$ cat src/phy_led_pkg.sv
// constants and types shared by the status indicator driver
package phy_led_pkg;
  localparam int REF_CLK_HZ = 25_000_000;
  localparam int CORE_CLK_HZ = 50_000_000;
  localparam int BLINK_TIME_MS = 80;
  // reference clock cycles in one blink interval
  localparam int BLINK_REF_CYCLES = (REF_CLK_HZ / 1000) * BLINK_TIME_MS;
  // core clock cycles per reference clock cycle
  localparam int CORE_PER_REF = CORE_CLK_HZ / REF_CLK_HZ;
  localparam int CNT_W = 21;
  localparam int REF_DIV_W = 2;
  localparam logic [REF_DIV_W-1:0] REF_DIV_LAST = REF_DIV_W'(CORE_PER_REF - 1);
  localparam int SYNC_STAGES = 3;
  localparam int CONFIG_W = 3;
  localparam logic [CONFIG_W-1:0] CONFIG_RESET = 3'h0;
  localparam logic LED_ON = 1'b0;
  localparam logic LED_OFF = 1'b1;
  localparam int CH_COLLISION = 0;
  localparam int CH_ACTIVITY = 1;
  localparam int NUM_CH = 2;
  typedef enum logic [1:0] {BLINK_IDLE, BLINK_PULSE, BLINK_GAP} blink_state_type;
endpackage

$ cat src/phy_status_led_driver.sv
// status indicator driver: duplex/collision, speed and link/activity lamps
//
// Behaviour
// - Duplex/collision lamp low on full-duplex link, high in half-duplex.
// - Half-duplex collision drives lamp low 80 ms, then high at least 80 ms.
// - Speed lamp low at 100 Mbps with link up, high at 10 Mbps or with link down.
// - Link/activity lamp low while link up, high while link failed.
// - With link up, activity pulses link/activity lamp high (off) for 80 ms.
// - After each pulse lamp stays low 80 ms before activity may pulse again.
// - Reset holds the block; power-on settings are caught at reset release.
// - Interval timing runs from the 25 MHz reference time base.
// - Test clock select swaps the reference time base for the test clock.

`timescale 1ns/100ps
module phy_status_led_driver #(
  parameter logic [phy_led_pkg::CNT_W-1:0] BLINK_TICKS =
    phy_led_pkg::CNT_W'(phy_led_pkg::BLINK_REF_CYCLES)
) (
  input wire logic CORE_CLK, // core clock
  input wire logic RST, // synchronous reset, active high
  input wire logic LINK_UP, // phy link established
  input wire logic FULL_DUPLEX, // phy runs full duplex
  input wire logic SPEED_100, // phy runs at 100 Mbps
  input wire logic COLLISION, // phy collision seen
  input wire logic TX_ACTIVITY, // transmit activity seen
  input wire logic RX_ACTIVITY, // receive activity seen
  input wire logic TEST_CLOCK_IN, // test clock pin
  input wire logic TEST_CLOCK_SELECT, // test clock select pin
  input wire logic [phy_led_pkg::CONFIG_W-1:0] CONFIG_IN, // power-on setting pins
  output logic FULL_COLLISION_LED_N, // duplex/collision lamp, low lit
  output logic SPEED_LED_N, // speed lamp, low lit
  output logic LINK_ACTIVITY_LED_N, // link/activity lamp, low lit
  output logic [phy_led_pkg::CONFIG_W-1:0] CONFIG // captured power-on setting
);
  import phy_led_pkg::*;

  localparam logic [CNT_W-1:0] BLINK_LAST = BLINK_TICKS - CNT_W'(1);

  logic [SYNC_STAGES-1:0] test_clock_in_sync;
  logic [SYNC_STAGES-1:0] tsel_sync;

  // settled levels of the two test pins
  logic test_clock_in_level;
  logic tsel_level;
  logic test_clock_in_rise;

  // time base
  logic [REF_DIV_W-1:0] ref_div;
  logic ref_tick;
  logic tick;

  // reset release marker for the setting capture
  logic in_reset;

  // per channel blink controls
  logic [NUM_CH-1:0] chan_event;
  logic [NUM_CH-1:0] chan_enable;
  logic [NUM_CH-1:0] chan_pulse;

  // pin synchronisers; a change counts once second and third stages agree
  // the first stage may go metastable, so only the later stages are read
  always_ff @(posedge CORE_CLK) begin
    if (RST) begin
      test_clock_in_sync <= '0;
      tsel_sync <= '0;
    end else begin
      test_clock_in_sync <= {test_clock_in_sync[SYNC_STAGES-2:0], TEST_CLOCK_IN};
      tsel_sync <= {tsel_sync[SYNC_STAGES-2:0], TEST_CLOCK_SELECT};
    end
  end

  always_ff @(posedge CORE_CLK) begin
    if (RST) begin
      test_clock_in_level <= 1'b0;
      tsel_level <= 1'b0;
    end else begin
      if (test_clock_in_sync[1] == test_clock_in_sync[2]) begin
        test_clock_in_level <= test_clock_in_sync[1];
      end
      if (tsel_sync[1] == tsel_sync[2]) begin
        tsel_level <= tsel_sync[1];
      end
    end
  end

  // one cycle strobe per settled rising edge of the test clock pin;
  // the level resets to the pin's idle low so no false edge follows reset
  assign test_clock_in_rise = test_clock_in_sync[1] & test_clock_in_sync[2] & ~test_clock_in_level;

  // reference time base derived from the core clock
  // one tick every CORE_PER_REF core cycles stands for one reference cycle
  always_ff @(posedge CORE_CLK) begin
    if (RST) begin
      ref_div <= '0;
    end else if (ref_div == REF_DIV_LAST) begin
      ref_div <= '0;
    end else begin
      ref_div <= ref_div + REF_DIV_W'(1);
    end
  end

  assign ref_tick = (ref_div == REF_DIV_LAST);

  // test select swaps the time base without muxing clocks; the core clock
  // must run well above the test clock for every edge to be seen
  assign tick = tsel_level ? test_clock_in_rise : ref_tick;

  // power-on settings are taken in the first cycle after reset releases
  // in_reset has no reset branch: it simply follows the reset input
  always_ff @(posedge CORE_CLK) begin
    in_reset <= RST;
  end

  always_ff @(posedge CORE_CLK) begin
    if (RST) begin
      CONFIG <= CONFIG_RESET;
    end else if (in_reset) begin
      CONFIG <= CONFIG_IN;
    end
  end

  // blink channels: collision on a half-duplex link, activity on any link
  assign chan_event[CH_COLLISION] = COLLISION;
  assign chan_enable[CH_COLLISION] = LINK_UP & ~FULL_DUPLEX;
  assign chan_event[CH_ACTIVITY] = TX_ACTIVITY | RX_ACTIVITY;
  assign chan_enable[CH_ACTIVITY] = LINK_UP;

  // each channel walks idle, pulse, gap; pulse and gap last BLINK_TICKS ticks
  // losing the enable drops the channel back to idle at once
  for (genvar g = 0; g < NUM_CH; g++) begin : gen_blink
    blink_state_type state;
    logic [CNT_W-1:0] count;


    always_ff @(posedge CORE_CLK) begin
      if (RST || !chan_enable[g]) begin
        state <= BLINK_IDLE;
        count <= '0;
      end else begin
        case (state)
          BLINK_IDLE: begin
            // events are taken only here, never remembered from a pulse or gap
            count <= '0;
            if (chan_event[g]) begin
              state <= BLINK_PULSE;
            end
          end
          BLINK_PULSE: begin
            // count runs 0 to BLINK_LAST, one step per time base tick
            if (tick) begin
              if (count == BLINK_LAST) begin
                state <= BLINK_GAP;
                count <= '0;
              end else begin
                count <= count + CNT_W'(1);
              end
            end
          end
          BLINK_GAP: begin
            // events in the gap are ignored; the lamp holds its steady level
            if (tick) begin
              if (count == BLINK_LAST) begin
                state <= BLINK_IDLE;
                count <= '0;
              end else begin
                count <= count + CNT_W'(1);
              end
            end
          end
          default: begin
            state <= BLINK_IDLE;
            count <= '0;
          end
        endcase
      end
    end


    assign chan_pulse[g] = (state == BLINK_PULSE);
  end

  // lamp outputs
  // every lamp is registered so the pins never carry decode glitches
  // link down darkens the duplex and activity lamps whatever the phy reports
  always_ff @(posedge CORE_CLK) begin
    if (RST) begin
      FULL_COLLISION_LED_N <= LED_OFF;
    end else if (!LINK_UP) begin
      FULL_COLLISION_LED_N <= LED_OFF;
    end else if (FULL_DUPLEX) begin
      FULL_COLLISION_LED_N <= LED_ON;
    end else begin
      FULL_COLLISION_LED_N <= chan_pulse[CH_COLLISION] ? LED_ON : LED_OFF;
    end
  end

  // speed is meaningless without a link, so the lamp stays dark then
  always_ff @(posedge CORE_CLK) begin
    if (RST) begin
      SPEED_LED_N <= LED_OFF;
    end else begin
      SPEED_LED_N <= (LINK_UP && SPEED_100) ? LED_ON : LED_OFF;
    end
  end

  // activity blinks the lamp off; between pulses it shows the steady link
  always_ff @(posedge CORE_CLK) begin
    if (RST) begin
      LINK_ACTIVITY_LED_N <= LED_OFF;
    end else if (!LINK_UP) begin
      LINK_ACTIVITY_LED_N <= LED_OFF;
    end else begin
      LINK_ACTIVITY_LED_N <= chan_pulse[CH_ACTIVITY] ? LED_OFF : LED_ON;
    end
  end
endmodule

$ cat config.mk
export PLATFORM = sky130hd
export DESIGN_NAME = phy_status_led_driver
export DESIGN_NICKNAME = d
export VERILOG_FILES = /design/src/phy_led_pkg.sv /design/src/phy_status_led_driver.sv
export SDC_FILE = /design/constraint.sdc
export NUM_CORES = 1
export LEC_CHECK = 0
export BUFFER_PORTS_ARGS = -buffer_cell sky130_fd_sc_hd__buf_2
export CAP_MARGIN = 20
export CELL_PAD_IN_SITES_DETAIL_PLACEMENT = 1
export CELL_PAD_IN_SITES_GLOBAL_PLACEMENT = 2
export CORE_UTILIZATION = 37
export CTS_CLUSTER_SIZE = 24
export DETAILED_ROUTE_END_ITERATION = 10
export PLACE_DENSITY_LB_ADDON = 0.25
export SYNTH_ARGS = -nofsm -noshare
export SYNTH_HDL_FRONTEND = slang
export SYNTH_SLANG_ARGS = --single-unit
$ cat constraint.sdc
create_clock -name CORE_CLK -period 2.5 [get_ports CORE_CLK]
set_clock_uncertainty 0.2 [all_clocks]
set_input_delay 0.125 -clock CORE_CLK [delete_from_list [all_inputs] [get_ports CORE_CLK]]
set_output_delay 0.125 -clock CORE_CLK [all_outputs]
set_load 0.05 [all_outputs]
After elaboration in Yosys (flattened, before gate mapping)

Index checks and enable logic that the tools add are counted.

Bits in registers: 63
Input bits: 13
Output and inout bits: 6
Word-level logic and storage cells: 79

$add $sub $neg: 3
Equality and inequality tests: 19
Muxes and demuxes: 19
Bitwise gates (word level): 9
Reduce and logical (&&, ||, !) cells: 15

Operator list:

| kind                                                            | count |
|---|---|
| 21-bit by 1-bit adder with 21-bit output, second input constant | 2 |
| 21-bit == test, second input constant                           | 2 |
| 21-bit two-way mux                                              | 2 |
| 2-bit two-way mux                                               | 10 |
| 2-bit != test, second input constant                            | 8 |
| 2-bit one-hot mux with 3 select lines                           | 2 |
| 2-bit OR reduction                                              | 6 |
| 5-bit AND reduction                                             | 2 |
| 2-bit by 1-bit == test with 1-bit output, second input constant | 3 |
| 1-bit two-way mux                                               | 5 |
| 1-bit inverter                                                  | 5 |
| 2-bit == test, second input constant                            | 2 |
| 2-bit logical NOT                                               | 2 |
| 2-bit by 1-bit != test with 1-bit output, second input constant | 2 |
| 1-bit AND                                                       | 3 |
| 2-bit by 1-bit adder with 2-bit output, second input constant   | 1 |
| 1-bit == test                                                   | 2 |
| 1-bit logical NOT                                               | 2 |
| 1-bit logical OR                                                | 2 |
| 1-bit logical AND                                               | 1 |
| 1-bit bitwise OR                                                | 1 |

Logic depth before layout (Yosys ltp)

Depth after elaboration: 5
Mapped depth: 8
Mapped depth without buffers: 7

Worst setup path after synthesis

Ideal clock, no wire load.

Path kind: reg2reg
Start: reg gen_blink[0].count[0]
End: reg gen_blink[0].count[0]
Data arrival time: 1439 ps
Data required time: 2183 ps
Slack: 744 ps
Stages on the path, launching flop included: 8
Buffers on the path: 1
Cells stage by stage: dfxtp_1 > ha_1 > nand3_1 > nor4_1 > nand4_1 > nand3_1 > buf_2 > nor2_1

Longest elaborated chain between the ends: 2

RTL lines:

| item                                                                              | RTL line                                                   | source |
|---|---|---|
| start: declaration                                                                | phy_status_led_driver.sv:132                               | `logic [CNT_W-1:0] count;` |
| start signal: assignment                                                          | phy_status_led_driver.sv:155                               | `count <= count + CNT_W'(1);` |
| start signal: assignment                                                          | phy_status_led_driver.sv:166                               | `count <= count + CNT_W'(1);` |
| 21-bit by 1-bit adder with 21-bit output / 21-bit == test (equally long branches) | n/a                                                        |  |
| 21-bit two-way mux (*)                                                            | phy_status_led_driver.sv:151, phy_status_led_driver.sv:162 |  |

Every way passes the cells marked *; elsewhere a longest branch is shown, timed or not.
A chain may end at the register's enable or synchronous reset.

Final worst setup path

Start: reg gen_blink[0].count[0]
End: reg gen_blink[0].count[10]

Same word-level chain as after synthesis.

==> flow_metrics.env <==
export IMPL_synth_async_reset_ratio_pct=0
export IMPL_port_buffers=18
export IMPL_clock_fmax_ghz=0.471
export IMPL_rr_worst_depth=7
export IMPL_worst_slack_ns=0.378
export IMPL_cts_setup_buffers=0
export IMPL_placed_cell_area_um2=3050
export IMPL_r2r_slack_ns=0.38
export IMPL_clk_latency_ns=0.34
export IMPL_setup_viol=0
export IMPL_netlist_area_um2=2840
export IMPL_numCtsBuffers=9
export IMPL_yosys_register_bits=63
export IMPL_wirelength_um=5980
export IMPL_post_synth_top_area_fraction_pct=44.4
export IMPL_crit_end="gen_blink[0].count[10]"
export IMPL_dieWidth_um=89.6
export IMPL_synth_most_common_cell="dfxtp_1"
export IMPL_start_util_pct=38.7
export IMPL_io_pins=19
export IMPL_viasPerCell=4.93
export IMPL_grt_use_total_pct=16.7
export IMPL_start_kind="flop"
export IMPL_drive_gt1_share_pct=13.7
export IMPL_fin_tns_setup_ns=0
export IMPL_ctsHoldBuffers=16
export IMPL_p_clk_share_pct=41.8
export IMPL_clock_sinks=63
export IMPL_final_cell_area_um2=3390
export IMPL_hpwl_um=4050
export IMPL_place_congestion=0.766
export IMPL_synth_common_cells="dfxtp_1, nor2_1, nand2_1, xor2_1, nand3_1"
export IMPL_crit_arrival_ns=2.15
export IMPL_max_cap_violations=0
export IMPL_synth_ff_type="dfxtp_1"
export IMPL_synth_nets=334
export IMPL_synth_area_leader_cell="dfxtp_1"
export IMPL_cts_repair_resized=0
export IMPL_drt_drc_violations_left=0
export IMPL_final_min_clock_period_ns=2.12
export IMPL_final_max_slew_viol_count=0
export IMPL_dieArea_um2=8020
export IMPL_switching_share_pct=23.1
export IMPL_hold_path_class="in2reg"
export IMPL_p_sw_uw=459
export IMPL_ant_nets=0
export IMPL_path_clk_slew_ns=0.07
export IMPL_yosysWarnings=0
export IMPL_areaGrowthSynthToFinish_pct=19.4
export IMPL_yosysSeqAreaShare_pct=44.4
export IMPL_p_int_mw=1.52
export IMPL_drt_first_pass_iters=4
export IMPL_cp_required_ns=2.53
export IMPL_critPathCaptureType="flop"
export IMPL_whs_ns=0.0591
export IMPL_cts_tree="built"
export IMPL_tightest_slew_ns=0.571
export IMPL_antenna_found_initial=0
export IMPL_rsz0062_at_grt="no"
export IMPL_comb_power_share_pct=6.3
export IMPL_r2r_end="gen_blink[0].count[10]"
export IMPL_synth_area_per_cell_um2=9.12
export IMPL_pre_cts_slack_ns=0.397
export IMPL_sequentialPowerShare_pct=51.9
export IMPL_clk_root_buffer_cell="clkbuf_8"
export IMPL_crit_start="gen_blink[0].count[0]"
export IMPL_coreArea_um2=7330
export IMPL_row_count=31
export IMPL_reg2reg_from="gen_blink[0].count[0]"
export IMPL_synth_area_top_cells="dfxtp_1, xor2_1, nor2_1"
export IMPL_fin_crit_sh_pct=84.9
export IMPL_clock_path_buffers=2
export IMPL_nNetsFinal=377
export IMPL_slew_headroom_pct=61.7
export IMPL_grt_pass1_vias=2209
export IMPL_grt_max_degree=21
export IMPL_hold_viol=0
export IMPL_grt_pass1_wl_um=10100
export IMPL_post_synth_num_cell_types=41
export IMPL_vias=2252
export IMPL_status="finished, final reports clean"
export IMPL_overflow=0
export IMPL_drt_iter0_drc=46
export IMPL_die_y_um=89.6
export IMPL_h_tree_depth=3
export IMPL_antenna_cells=0
export IMPL_p_leak_nw=1.27
export IMPL_wire_per_inst_um=13.1
export IMPL_path_max_fanout=20
export IMPL_power_density_nw_per_um2=585
export IMPL_syn_inst=311
export IMPL_synth_edff_count=0
export IMPL_path_class="reg2reg"
export IMPL_ir_drop_mv=0.221
[final cells by class]
class	instances	area (um2)
clock buffers	10	128
clock inverters	5	50.0
fillers	861	3940
inverters	7	26.3
multi-input cells	235	1520
flip-flops and latches	63	1260
well taps	99	124
repair buffers	38	280
[worst max-delay path: stages, from the launching register on]
cell and delay [ns]:
dfxtp_1 0.42, ha_1 0.26, nand3_1 0.11, nor4_1 0.24
nand4_1 0.27, nand3_1 0.17, buf_4 0.25, nor2_1 0.08
[per-layer routing]
metal	up-vias	routed length [um]	global-route usage [%]
li1	1149	-	-
met1	1069	2940	21.0
met2	24	2790	26.7
met3	10	153	4.94
met4	0	106	7.36
met5	-	0	0
[cells in the final DEF, fill, tap and decap left out, types with 9 or more instances in the layout]
cell           instances
and3_1                11
buf_2                 18
clkbuf_8               9
dfxtp_1               63
dlygate4sd3_1         16
ha_1                  10
nand2_1               28
nand3_1               23
nand4_1               14
nor2_1                47
xnor2_1               12
xor2_1                28
[metrics by stage]
step                power [mW]  util (%)  std cells
CTS                       2.02      46.2        457
global route              2.07      46.2        457
detailed placement        1.16      41.6        426
global placement          1.16      41.6        426
finish                    1.98      46.2        457
floorplan                 1.13         -        311
[logic make-up (layout without fill, tap and decap cells)]
logic type	count (synthesis)	after routing	synth area share, %
flip-flops	63	63	44.4
buffers and inverters	13	60	2.07
AO/OA/AOI/OAI	22	22	6.22
AND/OR/NAND/NOR	159	159	29.1
XOR/XNOR	40	40	12.3
multiplexers	4	4	1.41
adder cells (fa/ha/maj)	10	10	4.41
[power by group through the flow]
stage	Clock (mW)	Combinational [mW]	Sequential [mW]
5_1_grt	0.904	0.139	1.03
3_3_place_gp	0	0.105	1.05
6_report	0.828	0.125	1.03
4_1_cts	0.861	0.127	1.03
2_1_floorplan	0	0.0580	1.07
3_5_place_dp	0	0.108	1.05
[registers in the layout (all words and copies together) (netlist names), 2 cells and up]
register and count:
ref_div 2, gen_blink.count 42, tsel_sync 3, gen_blink.state 4, test_clock_in_sync 3, CONFIG 3
[worst min-delay path by stage]
stage	from	end	slack, ns	depth (start not counted)
2_1_floorplan	RST	in_reset	-0.05	0
3_3_place_gp	SPEED_100	SPEED_LED_N	0.1	2
3_5_place_dp	SPEED_100	SPEED_LED_N	0.1	2
4_1_cts	LINK_UP	SPEED_LED_N	0.05	4
5_1_grt	LINK_UP	SPEED_LED_N	0.06	4
6_report	LINK_UP	SPEED_LED_N	0.06	4
Power figures use the tool's default switching activity.
